==> src/hw/jtx_pkg.sv <==
// constants and types shared by the single-lane transmit link
package jtx_pkg;

  // ----------------------------------------------------------------
  // control characters (octet values sent with the k flag set)
  // ----------------------------------------------------------------
  localparam logic [7:0] K28_0 = 8'h1c;
  localparam logic [7:0] K28_3 = 8'h7c;
  localparam logic [7:0] K28_4 = 8'h9c;
  localparam logic [7:0] K28_5 = 8'hbc;
  localparam logic [7:0] K28_7 = 8'hfc;

  // ----------------------------------------------------------------
  // fixed link parameters; the _M1 ones already in their minus-one field form
  // ----------------------------------------------------------------
  localparam logic [4:0] L_M1 = 5'h00;
  localparam logic [7:0] F_M1 = 8'h01;
  localparam logic [7:0] M_M1 = 8'h00;
  localparam logic [4:0] N_M1 = 5'h0d;
  localparam logic [4:0] NP_M1 = 5'h0f;
  localparam logic [4:0] S_M1 = 5'h00;
  localparam logic [4:0] CF_VAL = 5'h00;
  localparam logic HD_VAL = 1'b0;
  localparam logic [2:0] SUBCLASS_VAL = 3'h1;
  localparam logic [2:0] JESDV_VAL = 3'h1;
  localparam logic [4:0] K_M1_DEFAULT = 5'h1f;

  // ----------------------------------------------------------------
  // alignment sequence layout and modes
  // ----------------------------------------------------------------
  localparam logic [1:0] ILAS_LAST_MF = 2'h3;
  localparam logic [5:0] CFG_FIRST_POS = 6'h02;
  localparam logic [5:0] CFG_LAST_POS = 6'h0f;
  localparam logic [1:0] ILAS_ONCE = 2'h0;
  localparam logic [1:0] ILAS_OFF = 2'h1;
  localparam logic [1:0] ILAS_REPEAT = 2'h2;

  // ----------------------------------------------------------------
  // tail bit modes, seeds and buffer shape
  // ----------------------------------------------------------------
  localparam logic [1:0] TAIL_ZERO = 2'h0;
  localparam logic [1:0] TAIL_PRBS = 2'h1;
  localparam logic [1:0] TAIL_CTRL1 = 2'h2;
  localparam logic [1:0] TAIL_CTRL2 = 2'h3;
  localparam logic [14:0] SCR_SEED = 15'h7f80;
  localparam logic [8:0] PRBS_SEED = 9'h1ff;
  localparam int SAMPLE_W = 16;
  localparam int FIFO_DEPTH = 32;

  typedef enum logic [1:0] {PH_CGS, PH_ILAS, PH_DATA} jtx_phase_t;

endpackage

==> src/hw/jtx_link_tx.sv <==
// single-lane transmit link: framing, scrambling, alignment and phases
`timescale 1ns/1ps
`default_nettype none
module jtx_link_tx (
  input wire logic CLK_SYS,
  input wire logic RESET,
  input wire logic [13:0] SAMPLE_DATA,
  input wire logic SAMPLE_OVER,
  input wire logic SAMPLE_UNDER,
  input wire logic SAMPLE_VALID,
  output logic SAMPLE_READY,
  input wire logic SYNC_REQUEST_N_INPUT,
  input wire logic SYSREF,
  input wire logic SCRAMBLE_EN,
  input wire logic [1:0] TAIL_MODE,
  input wire logic [1:0] ILAS_MODE,
  input wire logic [4:0] FRAMES_PER_MF_M1,
  input wire logic [7:0] DEVICE_ID,
  input wire logic [3:0] BANK_ID,
  input wire logic [4:0] LANE_ID,
  output logic [9:0] SERIAL_LANE_OUTPUT_PAIR,
  output logic [1:0] LINK_PHASE,
  output logic [7:0] CHECKSUM,
  output logic SAMPLE_ALIGN
);

  // ----------------------------------------------------------------
  // state of the link, one octet position per clock
  // ----------------------------------------------------------------
  typedef struct packed {
    jtx_pkg::jtx_phase_t phase;
    logic [5:0] oct;
    logic [1:0] mf;
    logic [7:0] out_oct;
    logic out_k;
    logic [7:0] hold;
    logic [7:0] prev_last;
    logic [14:0] scr;
    logic [8:0] prbs;
    logic sysref_d;
    logic align;
    logic [7:0] chk;
  } jtx_state_t;

  localparam jtx_state_t RST_VAL = '{
    phase: jtx_pkg::PH_CGS,
    out_oct: jtx_pkg::K28_5,
    out_k: 1'b1,
    scr: jtx_pkg::SCR_SEED,
    prbs: jtx_pkg::PRBS_SEED,
    default: '0};

  jtx_state_t s_r, s_nxt;

  logic fifo_valid;
  logic fifo_pop;
  logic [jtx_pkg::SAMPLE_W-1:0] fifo_data;
  logic mf_end;
  logic [7:0] raw_oct;
  logic [7:0] scr_oct;
  logic [7:0] cfg_oct;
  logic [3:0] cfg_idx;
  logic [1:0] cs_val;
  logic [1:0] tail;
  logic [7:0] chk_sum;
  logic [22:0] scr_res;

  // ----------------------------------------------------------------
  // scrambler: each output bit is input ^ s(14 back) ^ s(15 back)
  // ----------------------------------------------------------------
  function automatic logic [22:0] scramble8(input logic [7:0] d,
                                            input logic [14:0] st);
    logic [7:0] o;
    logic [14:0] s;
    s = st;
    o = '0;
    for (int i = 7; i >= 0; i--) begin
      o[i] = d[i] ^ s[13] ^ s[14];
      s = {s[13:0], o[i]};
    end
    return {o, s};
  endfunction

  // ----------------------------------------------------------------
  // sample buffer: holds {data, over, under} words
  // ----------------------------------------------------------------
  jtx_fifo #(
    .WIDTH(jtx_pkg::SAMPLE_W),
    .DEPTH(jtx_pkg::FIFO_DEPTH)
  ) u_fifo (
    .clk(CLK_SYS),
    .rst(RESET),
    .in_valid(SAMPLE_VALID),
    .in_data({SAMPLE_DATA, SAMPLE_OVER, SAMPLE_UNDER}),
    .in_ready(SAMPLE_READY),
    .out_valid(fifo_valid),
    .out_data(fifo_data),
    .out_ready(fifo_pop)
  );

  // ----------------------------------------------------------------
  // configuration octets and checksum
  // ----------------------------------------------------------------
  // control bit count follows the tail mode
  always_comb begin
    if (TAIL_MODE == jtx_pkg::TAIL_CTRL2) begin
      cs_val = 2'h2;
    end else if (TAIL_MODE == jtx_pkg::TAIL_CTRL1) begin
      cs_val = 2'h1;
    end else begin
      cs_val = 2'h0;
    end
  end

  // sum of the fields before packing, wraps at 256
  assign chk_sum = DEVICE_ID + 8'(BANK_ID) + 8'(LANE_ID)
    + 8'(SCRAMBLE_EN) + 8'(jtx_pkg::L_M1) + jtx_pkg::F_M1
    + 8'(FRAMES_PER_MF_M1) + jtx_pkg::M_M1 + 8'(cs_val)
    + 8'(jtx_pkg::N_M1) + 8'(jtx_pkg::SUBCLASS_VAL)
    + 8'(jtx_pkg::NP_M1) + 8'(jtx_pkg::JESDV_VAL)
    + 8'(jtx_pkg::S_M1) + 8'(jtx_pkg::HD_VAL) + 8'(jtx_pkg::CF_VAL);

  assign cfg_idx = 4'(s_r.oct - jtx_pkg::CFG_FIRST_POS);

  // octet layout of the second alignment multiframe
  always_comb begin
    case (cfg_idx)
      4'h0: cfg_oct = DEVICE_ID;
      4'h1: cfg_oct = {4'h0, BANK_ID};
      4'h2: cfg_oct = {3'h0, LANE_ID};
      4'h3: cfg_oct = {SCRAMBLE_EN, 2'h0, jtx_pkg::L_M1};
      4'h4: cfg_oct = jtx_pkg::F_M1;
      4'h5: cfg_oct = {3'h0, FRAMES_PER_MF_M1};
      4'h6: cfg_oct = jtx_pkg::M_M1;
      4'h7: cfg_oct = {cs_val, 1'b0, jtx_pkg::N_M1};
      4'h8: cfg_oct = {jtx_pkg::SUBCLASS_VAL, jtx_pkg::NP_M1};
      4'h9: cfg_oct = {jtx_pkg::JESDV_VAL, jtx_pkg::S_M1};
      4'ha: cfg_oct = {jtx_pkg::HD_VAL, 2'h0, jtx_pkg::CF_VAL};
      4'hd: cfg_oct = s_r.chk;
      default: cfg_oct = 8'h00;
    endcase
  end

  // ----------------------------------------------------------------
  // octet generation and phase sequencing
  // ----------------------------------------------------------------
  always_comb begin
    s_nxt = s_r;
    fifo_pop = 1'b0;
    raw_oct = s_r.hold;
    scr_oct = s_r.hold;
    scr_res = {s_r.hold, s_r.scr};
    tail = 2'h0;
    s_nxt.chk = chk_sum;
    // multiframe is K frames of two octets, K = field + 1
    mf_end = (s_r.oct == {FRAMES_PER_MF_M1, 1'b1});
    s_nxt.out_k = 1'b0;
    s_nxt.out_oct = {2'h0, s_r.oct};
    case (s_r.phase)
      jtx_pkg::PH_CGS: begin
        s_nxt.out_k = 1'b1;
        s_nxt.out_oct = jtx_pkg::K28_5;
      end
      jtx_pkg::PH_ILAS: begin
        // unscrambled; dummy octets carry the octet position
        if (s_r.oct == '0) begin
          s_nxt.out_k = 1'b1;
          s_nxt.out_oct = jtx_pkg::K28_0;
        end else if (mf_end) begin
          s_nxt.out_k = 1'b1;
          s_nxt.out_oct = jtx_pkg::K28_3;
        end else if (s_r.mf == 2'h1 && s_r.oct == 6'h01) begin
          s_nxt.out_k = 1'b1;
          s_nxt.out_oct = jtx_pkg::K28_4;
        end else if (s_r.mf == 2'h1 &&
                     s_r.oct >= jtx_pkg::CFG_FIRST_POS &&
                     s_r.oct <= jtx_pkg::CFG_LAST_POS) begin
          s_nxt.out_oct = cfg_oct;
        end
      end
      default: begin
        if (!s_r.oct[0]) begin
          // tail source chosen per frame
          case (TAIL_MODE)
            jtx_pkg::TAIL_PRBS: tail = s_r.prbs[1:0];
            jtx_pkg::TAIL_CTRL1: tail = {fifo_data[1] | fifo_data[0], 1'b0};
            jtx_pkg::TAIL_CTRL2: tail = {fifo_data[1] | fifo_data[0],
                                          fifo_valid};
            default: tail = 2'h0;
          endcase
          s_nxt.prbs = {s_r.prbs[7:0], s_r.prbs[8] ^ s_r.prbs[4]};
          // an empty buffer sends a zero sample rather than stalling
          raw_oct = fifo_valid ? fifo_data[15:8] : 8'h00;
          s_nxt.hold = fifo_valid ? {fifo_data[7:2], tail}
                                  : {6'h00, tail};
          fifo_pop = fifo_valid;
        end
        scr_res = scramble8(raw_oct, s_r.scr);
        if (SCRAMBLE_EN) begin
          scr_oct = scr_res[22:15];
          s_nxt.scr = scr_res[14:0];
        end else begin
          scr_oct = raw_oct;
        end
        s_nxt.out_oct = scr_oct;
        if (s_r.oct[0]) begin
          if (SCRAMBLE_EN) begin
            // the matching values already equal the control codes
            s_nxt.out_k = mf_end ? (scr_oct == jtx_pkg::K28_3)
                                 : (scr_oct == jtx_pkg::K28_7);
          end else if (scr_oct == s_r.prev_last) begin
            s_nxt.out_k = 1'b1;
            s_nxt.out_oct = mf_end ? jtx_pkg::K28_3
                                   : jtx_pkg::K28_7;
          end
          s_nxt.prev_last = scr_oct;
        end
      end
    endcase
    // position advance; a SYSREF edge restarts the multiframe
    s_nxt.oct = mf_end ? 6'h00 : s_r.oct + 6'h01;
    s_nxt.sysref_d = SYSREF;
    s_nxt.align = SYSREF && !s_r.sysref_d;
    if (SYSREF && !s_r.sysref_d) begin
      s_nxt.oct = 6'h00;
    end
    // phase changes only on multiframe boundaries, except a sync drop
    if (!SYNC_REQUEST_N_INPUT) begin
      s_nxt.phase = jtx_pkg::PH_CGS;
      s_nxt.mf = 2'h0;
    end else if (mf_end) begin
      case (s_r.phase)
        jtx_pkg::PH_CGS: begin
          s_nxt.mf = 2'h0;
          s_nxt.phase = (ILAS_MODE == jtx_pkg::ILAS_OFF)
            ? jtx_pkg::PH_DATA : jtx_pkg::PH_ILAS;
        end
        jtx_pkg::PH_ILAS: begin
          s_nxt.mf = s_r.mf + 2'h1;
          if (s_r.mf == jtx_pkg::ILAS_LAST_MF &&
              ILAS_MODE != jtx_pkg::ILAS_REPEAT) begin
            s_nxt.phase = jtx_pkg::PH_DATA;
          end
        end
        default: s_nxt.phase = jtx_pkg::PH_DATA;
      endcase
    end
  end

  // ----------------------------------------------------------------
  // state register
  // ----------------------------------------------------------------
  always_ff @(posedge CLK_SYS) begin
    if (RESET) begin
      s_r <= RST_VAL;
    end else begin
      s_r <= s_nxt;
    end
  end

  // ----------------------------------------------------------------
  // line coding and outputs
  // ----------------------------------------------------------------
  jtx_enc8b10b u_enc (
    .clk(CLK_SYS),
    .rst(RESET),
    .data(s_r.out_oct),
    .k(s_r.out_k),
    .symbol(SERIAL_LANE_OUTPUT_PAIR)
  );

  assign LINK_PHASE = s_r.phase;
  assign CHECKSUM = s_r.chk;
  assign SAMPLE_ALIGN = s_r.align;
endmodule
`default_nettype wire

==> src/hw/jtx_fifo.sv <==
// sample buffer with registered read data and valid/ready on both sides
`timescale 1ns/1ps
`default_nettype none
module jtx_fifo #(
  parameter int WIDTH = 16,
  parameter int DEPTH = 32
) (
  input wire logic clk,
  input wire logic rst,
  input wire logic in_valid,
  input wire logic [WIDTH-1:0] in_data,
  output logic in_ready,
  output logic out_valid,
  output logic [WIDTH-1:0] out_data,
  input wire logic out_ready
);
  localparam int AW = $clog2(DEPTH);
  localparam logic [AW:0] FULL = (AW+1)'(DEPTH);

  typedef struct packed {
    logic [DEPTH-1:0][WIDTH-1:0] mem;
    logic [AW-1:0] wp;
    logic [AW-1:0] rp;
    logic [AW:0] cnt;
    logic ov;
    logic [WIDTH-1:0] od;
  } jtx_fifo_state_t;

  jtx_fifo_state_t s_r, s_nxt;
  logic push, load;

  // ----------------------------------------------------------------
  // next state: the output stage refills whenever it is free
  // ----------------------------------------------------------------
  always_comb begin
    s_nxt = s_r;
    push = in_valid && (s_r.cnt != FULL);
    load = (s_r.cnt != '0) && (!s_r.ov || out_ready);
    if (s_r.ov && out_ready) begin
      s_nxt.ov = 1'b0;
    end
    if (load) begin
      s_nxt.od = s_r.mem[s_r.rp];
      s_nxt.ov = 1'b1;
      s_nxt.rp = s_r.rp + 1'b1;
    end
    if (push) begin
      s_nxt.mem[s_r.wp] = in_data;
      s_nxt.wp = s_r.wp + 1'b1;
    end
    s_nxt.cnt = s_r.cnt + {{AW{1'b0}}, push} - {{AW{1'b0}}, load};
  end

  // the whole state clears on reset, storage included, so no x leaks out
  always_ff @(posedge clk) begin
    if (rst) begin
      s_r <= '0;
    end else begin
      s_r <= s_nxt;
    end
  end

  assign in_ready = (s_r.cnt != FULL);
  assign out_valid = s_r.ov;
  assign out_data = s_r.od;
endmodule
`default_nettype wire

==> src/hw/jtx_enc8b10b.sv <==
// octet to 10-bit symbol encoder with running disparity
`timescale 1ns/1ps
`default_nettype none
module jtx_enc8b10b (
  input wire logic clk,
  input wire logic rst,
  input wire logic [7:0] data,
  input wire logic k,
  output logic [9:0] symbol
);
  // 6-bit codes for negative running disparity, index EDCBA
  localparam logic [5:0] T6 [32] = '{
    6'h27, 6'h1d, 6'h2d, 6'h31, 6'h35, 6'h29, 6'h19, 6'h38,
    6'h39, 6'h25, 6'h15, 6'h34, 6'h0d, 6'h2c, 6'h1c, 6'h17,
    6'h1b, 6'h23, 6'h13, 6'h32, 6'h0b, 6'h2a, 6'h1a, 6'h3a,
    6'h33, 6'h26, 6'h16, 6'h36, 6'h0e, 6'h2e, 6'h1e, 6'h2b};
  localparam logic [3:0] T4 [8] = '{
    4'hb, 4'h9, 4'h5, 4'hc, 4'hd, 4'ha, 4'h6, 4'he};
  localparam logic [3:0] K4 [8] = '{
    4'hb, 4'h6, 4'ha, 4'hc, 4'hd, 4'h5, 4'h9, 4'h7};
  localparam logic [5:0] K28_6B = 6'h0f;
  localparam logic [5:0] D7_6B = 6'h38;
  localparam logic [3:0] X3_4B = 4'hc;
  localparam logic [3:0] ALT7_4B = 4'h7;

  typedef struct packed {
    logic rd;
    logic [9:0] sym;
  } jtx_enc_state_t;

  jtx_enc_state_t s_r, s_nxt;
  logic [5:0] c6;
  logic [3:0] c4;
  logic rdm, alt;

  // ----------------------------------------------------------------
  // 5b/6b then 3b/4b, each flipped by the disparity before it
  // ----------------------------------------------------------------
  always_comb begin
    s_nxt = s_r;
    c6 = k ? K28_6B : T6[data[4:0]];
    if (s_r.rd && (($countones(c6) != 3) || (c6 == D7_6B))) begin
      c6 = ~c6;
    end
    rdm = s_r.rd ^ ($countones(c6) != 3);
    // alternate x.7 avoids a run of five equal bits across the boundary
    alt = !k && (data[7:5] == 3'h7) &&
      ((!rdm && (data[4:0] == 5'h11 || data[4:0] == 5'h12 ||
        data[4:0] == 5'h14)) ||
       (rdm && (data[4:0] == 5'h0b || data[4:0] == 5'h0d ||
        data[4:0] == 5'h0e)));
    c4 = k ? K4[data[7:5]] : (alt ? ALT7_4B : T4[data[7:5]]);
    if (rdm && (k || ($countones(c4) != 2) || (c4 == X3_4B))) begin
      c4 = ~c4;
    end
    s_nxt.rd = rdm ^ ($countones(c4) != 2);
    s_nxt.sym = {c6, c4};
  end

  // running disparity starts negative
  always_ff @(posedge clk) begin
    if (rst) begin
      s_r <= '0;
    end else begin
      s_r <= s_nxt;
    end
  end

  assign symbol = s_r.sym;
endmodule
`default_nettype wire

==> config.mk <==
export PLATFORM = sky130hd
export DESIGN_NAME = jtx_link_tx
export DESIGN_NICKNAME = d
export VERILOG_FILES = /design/src/hw/jtx_pkg.sv /design/src/hw/jtx_link_tx.sv /design/src/hw/jtx_fifo.sv /design/src/hw/jtx_enc8b10b.sv
export SDC_FILE = /design/constraint.sdc
export NUM_CORES = 2
export LEC_CHECK = 0
export BUFFER_PORTS_ARGS = -buffer_cell sky130_fd_sc_hd__buf_2
export CORE_AREA = 8 8 301 303
export CTS_CLUSTER_DIAMETER = 30
export DETAILED_ROUTE_END_ITERATION = 8
export DIE_AREA = 0 0 309 311
export GPL_TIMING_DRIVEN = 0
export HOLD_SLACK_MARGIN = 0.03
export REMOVE_ABC_BUFFERS = 1
export SLEW_MARGIN = 30
export SYNTH_ARGS = -nofsm -noshare
export SYNTH_HDL_FRONTEND = slang
export SYNTH_SLANG_ARGS = --single-unit
==> constraint.sdc <==
create_clock -name CLK_SYS -period 7.38 [get_ports CLK_SYS]
set_clock_uncertainty 0.15 [all_clocks]
set_input_delay 0.369 -clock CLK_SYS [delete_from_list [all_inputs] [get_ports CLK_SYS]]
set_output_delay 0.369 -clock CLK_SYS [all_outputs]
set_load 0.03 [all_outputs]
# Yosys cells after proc, flatten, opt, wreduce, memory -nomap -nowiden
# Memories as Yosys holds them, arrays and structs flattened.
# Cells that the tools add are included.
totals:
  input_bits: 48
  out_inout_bits: 22
  elab_cells: 246
  n_memories: 3
  rom_bits: 256
  reg_bits: 625
memory_table:
  columns: ["memory", "depth", "word_bits", "rd", "rd_ports_with_merged_regs", "wr", "line", "source"]
  rows:
  - ["(no name shown)", 32, 6, 1, 0, 0, "jtx_enc8b10b.sv:41", "c6 = k ? K28_6B : T6[data[4:0]];"]
  - ["(no name shown)", 8, 4, 1, 0, 0, "jtx_enc8b10b.sv:52", "c4 = k ? K4[data[7:5]] : (alt ? ALT7_4B : T4[data[7:5]]);"]
  - ["(no name shown)", 8, 4, 1, 0, 0, "jtx_enc8b10b.sv:52", null]
classes:
  muxes: 46
  order_cmp: 7
  bitwise_logic: 27
  n_eq_ne: 37
  reduce_logical: 42
  n_addsub: 33
op_table:
  columns: ["op", "n"]
  rows:
  - ["$bwmux W512", 1]
  - ["$add A32 B32 Y32", 6]
  - ["$ne A32 B3 Y1 const B", 4]
  - ["$bmux W16 S5", 1]
  - ["$demux W16 S5", 1]
  - ["$mux W8", 10]
  - ["$pmux W8 S10", 1]
  - ["$mux W9", 4]
  - ["$mux W16", 2]
  - ["$mux W4", 7]
  - ["$add A8 B1 Y8 const B", 3]
  - ["$mux W6", 4]
  - ["$add A1 B1 Y2", 10]
  - ["$xor A1 B1 Y1", 19]
  - ["$pmux W9 S2", 1]
  - ["$mux W17", 1]
  - ["$add A8 B4 Y8 const B", 2]
  - ["$add A8 B5 Y8", 2]
  - ["$eq A4 B4 Y1 const B", 4]
  - ["$eq A5 B4 Y1 const B", 3]
  - ["$eq A5 B5 Y1 const B", 3]
  - ["$logic_and A1 B1 Y1", 15]
  - ["$eq A4 B3 Y1 const B", 3]
  - ["$lt A5 B6 Y1 const B", 2]
  - ["other kinds (47)", 83]

# Depth between registers and ports, before layout
depth:
  depth_word: 34
  mapped_depth: 35
  ltp_nobuf: 35

# Hierarchy
# Synthesis repeated with hierarchy kept, for this count alone.
unflattened:
  cells_unflattened: 2987
  hier_area_um2: 29871.1
by_module_without_submodules:
  columns: ["module", "n_inst", "area_each_um2", "cells_each", "seq_area_each_um2"]
  rows:
  - ["jtx_fifo", 1, 23725.3, 2256, 10910.5]
  - ["jtx_link_tx", 1, 4496.8, 533, 1381.3]
  - ["jtx_enc8b10b", 1, 1649.1, 198, 220.2]

# Worst setup path before layout
# OpenSTA, ideal clock, no wires.
synth_timing:
  kind: "reg-to-reg"
  start: "register s_r[52] in the netlist's numbering"
  end: "register u_enc.s_r[10] in the netlist's numbering"
  setup_slack_ns: -0.198
  stages_incl_launch_ff: 34
  synth_period_minus_slack_ns: 7.578
  arrival_ns: 7.300
  setup_ns: 0.128
  n_path_buf: 0
  required_time_ns: 7.102
  cell_sequence: "dfxtp_1 -> inv_1 -> ha_1 -> nor2b_1 -> a211oi_1 -> a211oi_1 -> a211oi_1 -> ha_1 -> inv_1 -> fa_1 -> inv_1 -> ha_1 -> nand4b_1 -> o21ai_0 -> inv_1 -> xnor2_1 -> nor2_1 -> fa_1 -> ha_1 -> and4bb_2 -> xor2_1 -> mux2i_1 -> nor3_2 -> nor3_1 -> ha_1 -> xnor2_1 -> a31oi_1 -> inv_1 -> nor4_1 -> a21oi_1 -> fa_1 -> nor3b_1 -> xnor2_1 -> nor2_1"
synth_via:
  elab_chain_cells: 34
  elab_cells_between_ends: 55
  classes_between: "add/sub: 16; eq/ne: 12; mux: 7; bitwise: 5; reduce/logical: 14; memory: 1"
synth_rtl:
  columns: ["item", "line", "source"]
  rows:
  - ["start: declaration", "jtx_link_tx.sv:53", "jtx_state_t s_r, s_nxt;"]
  - ["start signal: assignment", "jtx_link_tx.sv:257", "s_r <= s_nxt;"]
  - ["$not A5 Y6 (implied by the code)", "jtx_enc8b10b.sv:41", null]
  - ["$mem_v2 Z32 W6", null, null]
  - ["$mux W6 (implied by the code) (2 in series)", "jtx_enc8b10b.sv:41", null]
  - ["$mux W6", "jtx_enc8b10b.sv:41", null]
  - ["$add A1 B1 Y2 (implied by the code)", "jtx_enc8b10b.sv:42", "if (s_r.rd && (($countones(c6) != 3) || (c6 == D7_6B))) begin"]
  - ["$add A32 B32 Y32 (implied by the code) (2 in series)", "jtx_enc8b10b.sv:42", null]
  - ["$ne A32 B3 Y1", "jtx_enc8b10b.sv:42", null]
  - ["$logic_or A1 B1 Y1", "jtx_enc8b10b.sv:42", null]
  - ["[15 not listed]", null, null]
  - ["$ne A32 B3 Y1", "jtx_enc8b10b.sv:53", "if (rdm && (k || ($countones(c4) != 2) || (c4 == X3_4B))) begin"]
  - ["$logic_or A1 B1 Y1 (2 in series)", "jtx_enc8b10b.sv:53", null]
  - ["$logic_and A1 B1 Y1", "jtx_enc8b10b.sv:53", null]
  - ["$mux W4", "jtx_enc8b10b.sv:53", null]
  - ["$add A1 B1 Y2 (implied by the code)", "jtx_enc8b10b.sv:56", "s_nxt.rd = rdm ^ ($countones(c4) != 2);"]
  - ["$add A32 B32 Y32 (implied by the code)", "jtx_enc8b10b.sv:56", null]
  - ["$ne A32 B3 Y1", "jtx_enc8b10b.sv:56", null]
  - ["$xor A1 B1 Y1 *", "jtx_enc8b10b.sv:56", null]
  - ["end signal: assignment", "jtx_enc8b10b.sv:65", "s_r <= s_nxt;"]
  - ["end: declaration", "jtx_enc8b10b.sv:31", "jtx_enc_state_t s_r, s_nxt;"]
# Mark *: on every way between the ends. The rest lies on a longest branch, timed or not. The select of a mux whose other input is x is not followed.
# A chain may end at the register's enable or synchronous reset.

# Worst setup path in the final report
layout_timing:
  start: "register s_r[51] in the netlist's numbering"
  end: "register u_enc.s_r[10] in the netlist's numbering"
# The elaborated chain is that of the path after synthesis.

==> summary.md <==
| Metric | Value |
|---|---|
| Layout area overhead | 23.6% |
| Top_reg_cell synth | dfxtp_1 |
| CP Launch Type | register |
| H-tree depth | 4 |
| R2R setup slack | -0.06 ns |
| Worst-path clk slew | ~0.05 ns |
| Syn. warnings | 0 |
| Critical Path Sink Type | register |
| Fill cell count | a little over 8,000 |
| Worst-skew pair later-pin latency | 0.71 ns |
| Max Clk Rate | approximately 130 MHz |
| GRT Total Usage | roughly 18% |
| Final WS setup | -0.0644 ns |
| Maximum vdd drop | 204 uV |
| RSZ-0062 raised after global routing | true |
| Max layer used | met4 |
| Wirelength per Cell | 19.4 um |
| DIE HEIGHT | 311 um |
| Crit path buffers/inverters | 6 |
| Vias per inst | around 5.4 |
| DRT Pass-1 Iters | 5 |
| Post-layout min period | between 7 and 8 ns |
| EDFF count, synth | 0 |
| Final Hold Violating Endpoints | 0 |
| Netlist cell types | 64 |
| Share of layout cells above drive strength 1 | a little under a fifth |
| Drt drc | 0 |
| I/O pin count | 70 |
| Comb power frac | approximately 14% |
| DRT Wirelength | just over 90 mm |
| Root buf cell | clkbuf_16 |
| Clock Path Buffers | 3 |
| Pin count of the biggest net entering global routing | between 100 and 150 |
| Cell Pwr Density | 318 nW/um^2 |
| Final period utilization | 101% |
| Mean post-synth cell area | just under 9 um^2 |
| Critical Path Start | s_r[51] |
| FFs w/ async S/R, synth | 0% |
| Syn Inst Count | ~3,400 |
| R2R Path End | u_enc.s_r[10] |
| First-pass GRT wire length | about 140 mm |
| CP max stage cell | fa_1 |
| Core ar. | roughly 86,000 um^2 |
| CP endpoint | u_enc.s_r[10] |
| Yosys reg bits | about 630 |
| Min-delay worst type | primary input to register |
| Relative slew slack | 35.5% |
| Path length in cells of the critical path | 33 |
| Worst r2r path cells | 33 |
| CP top delay family | adder cells |
| Width of the die | around 310 um |
| Post-Syn Area | approximately 30,000 um^2 |
| Switch Pwr | approximately 3.2 mW |
| Clock Power Share | a little over half |
| DR iter-0 viols | ~2,500 |
| Most used cell, CP | inv_2 |
| Power Internal | roughly 8.5 mW |
| Max-Cap Viols | 0 |
| Final nets | between 3,000 and 4,000 |
| R2R Path Start | s_r[51] |
| Clock sinks | 625 |
| Routed wl met2 | 43.1 mm |
| Met3 wire length | about 6.2 mm |
| Design Area, Final | roughly 37,000 um^2 |
| Initial antenna violation count | 1 |
| Setup violators final | 1 |
| Crit path max fanout | 6 |
| Area of placed instances | roughly 31,000 um^2 |
| Max stage delay on crit path | between 0.5 and 0.6 ns |
| Slew of the pin with the lowest slew margin | ~0.97 ns |
| Met1 WL | about 39 mm |
| WP data required | between 7 and 8 ns |
| Switching share of power | around 27% |
| Sequential fraction of design power | approximately 30% |
| Worst EP arrival | between 7 and 8 ns |
| Die area | a little under 100,000 um^2 |
| Rows | 108 |
| Placer Congestion | 0.822 |
| Clock buffer count from CTS | approximately 140 |
| Fin util | 42.8% |
| Status | complete, but fails checks |
| Setup Crit Path Kind | register to register |
| ANT nets after route | 0 |
| DR vias | ~25,000 |
| Vias in the first global route | between 20,000 and 25,000 |
| Starting density of the core | around 35% |
| Final Max Slew Viols | 0 |
| Seq/Total Area, Yosys | a little over two fifths |
| P_leak | ~13 nW |
| Failing checks | setup timing |
| CTS tree | yes |
| Port bufs | between 60 and 70 |
| # diodes | 0 |
| GRT Residual Overflow | 0 |
| Detailed placement HPWL | 52.0 mm |
[metrics by stage]
step	power, mW	worst slack, ns	setup TNS [ns]	cells	hold slack, ns
2_1_floorplan	4.69	-0.216	-0.216	3079	0.246
3_3_place_gp	5.28	-3.99	-1657.07	4303	0.269
3_5_place_dp	5.32	-1.40	-2.75	4366	0.269
4_1_cts	11.8	0.0212	0	4634	0.0484
5_1_grt	12.1	-0.430	-0.430	4652	0.0937
6_report	11.7	-0.0644	-0.0644	4652	0.0900
[worst register-to-register path: cells and delay by family, from the launching register on]
| kind | cells | cell delay, ns |
|---|---|---|
| compound gates | 7 | 1.49 |
| xor+xnor | 4 | 0.69 |
| fa+ha+maj | 8 | 2.69 |
| buf+inv | 6 | 0.46 |
| flops | 1 | 0.40 |
| mux | 1 | 0.29 |
| simple gates | 7 | 1.17 |
[power by group through the flow]
stage | clock network (mW) | logic [mW] | registers (mW)
2_1_floorplan | 0 | 0.859 | 3.83
4_1_cts | 6.49 | 1.67 | 3.61
3_5_place_dp | 0 | 1.65 | 3.67
6_report | 6.42 | 1.67 | 3.61
3_3_place_gp | 0 | 1.34 | 3.94
5_1_grt | 6.68 | 1.81 | 3.63
[cell families (layout without fill, tap and decap cells)]
| logic type | after synthesis | after routing | share of synthesized area, % |
|---|---|---|---|
| mux | 189 | 189 | 13.1 |
| flops | 625 | 625 | 42.0 |
| fa+ha+maj | 78 | 78 | 3.65 |
| simple gates | 1364 | 1364 | 20.4 |
| compound gates | 683 | 683 | 12.4 |
| xor+xnor | 74 | 74 | 2.57 |
| buf+inv | 429 | 484 | 5.94 |
[Yosys cell counts (24+ instances only)]
master	instances	share of area, %
a211oi_1	31	0.78
a21oi_1	560	9.4
buf_1	62	0.78
buf_2	24	0.40
buf_4	30	0.76
clkbuf_1	245	3.1
dfxtp_1	625	42
ha_1	63	2.6
inv_1	66	0.83
mux2i_1	28	0.94
mux4_2	160	12
nand2_1	627	7.9
nand3_1	532	8.9
nor2_1	112	1.4
o21ai_0	27	0.45
xnor2_1	33	0.97
xor2_1	33	0.97
[sequential cells by signal (all words and copies together), names as in the netlist, 2 cells and up]
name / cells
u_enc.symbol: 10
CHECKSUM: 8
s_r: 58
u_fifo.out_data: 16
u_fifo.s_r: 528
LINK_PHASE: 2
[how the worst min path moves through the flow]
| stage | start | end | slack [ns] | cells after the start |
|---|---|---|---|---|
| 6_report | ILAS_MODE[0] | LINK_PHASE[1] | 0.09 | 6 |
| 5_1_grt | SAMPLE_DATA[3] | u_fifo.s_r[534] | 0.09 | 3 |
| 4_1_cts | ILAS_MODE[0] | LINK_PHASE[1] | 0.05 | 6 |
| 3_5_place_dp | s_r[9] | SAMPLE_ALIGN | 0.27 | 1 |
| 3_3_place_gp | s_r[9] | SAMPLE_ALIGN | 0.27 | 1 |
| 2_1_floorplan | s_r[9] | SAMPLE_ALIGN | 0.25 | 1 |
[layout by cell type (no fill, tap or decap), types with 14 or more instances in the layout]
master,synthesis,layout
mux2i_1,28,25
buf_4,30,46
bufinv_16,0,17
clkinv_2,0,21
mux4_2,160,160
nand3_1,532,532
xnor2_1,33,30
buf_2,24,68
nand3b_1,17,17
clkbuf_1,245,16
nand2_1,627,621
nor2_1,112,108
a21oi_1,560,558
ha_1,63,53
buf_12,0,18
dfxtp_1,625,616
inv_1,66,57
a211oi_1,31,28
o21ai_0,27,24
fa_1,15,14
buf_16,0,18
clkbuf_16,0,140
clkbuf_8,0,27
xor2_1,33,31
[layout make-up]
class | instances | area, um^2 | area share (%)
multi-input cells | 2388 | 15900 | 43.1
flip-flops and latches | 625 | 12500 | 34.1
repair buffers | 168 | 1730 | 4.71
well taps | 1155 | 1450 | 3.93
clock inverters | 67 | 1030 | 2.79
inverters | 66 | 259 | 0.704
clock buffers | 183 | 3940 | 10.7
[metal layers]
metal	up-vias	GRT usage, %
li1	11900	-
met1	12400	23.7
met2	851	29.6
met3	158	3.39
met4	0	7.15
met5	-	0
[timing repair]
item | CTS | global route
resized for setup | 25 | 48
hold buffers | 11 | 0
setup endpoints to repair | 5 | 1
pin swaps | 9 | 33
buffers inserted | 7 | 18
endpoints found under the hold margin | 40 | 0
No activity file was read; power rests on OpenSTA's default activity.
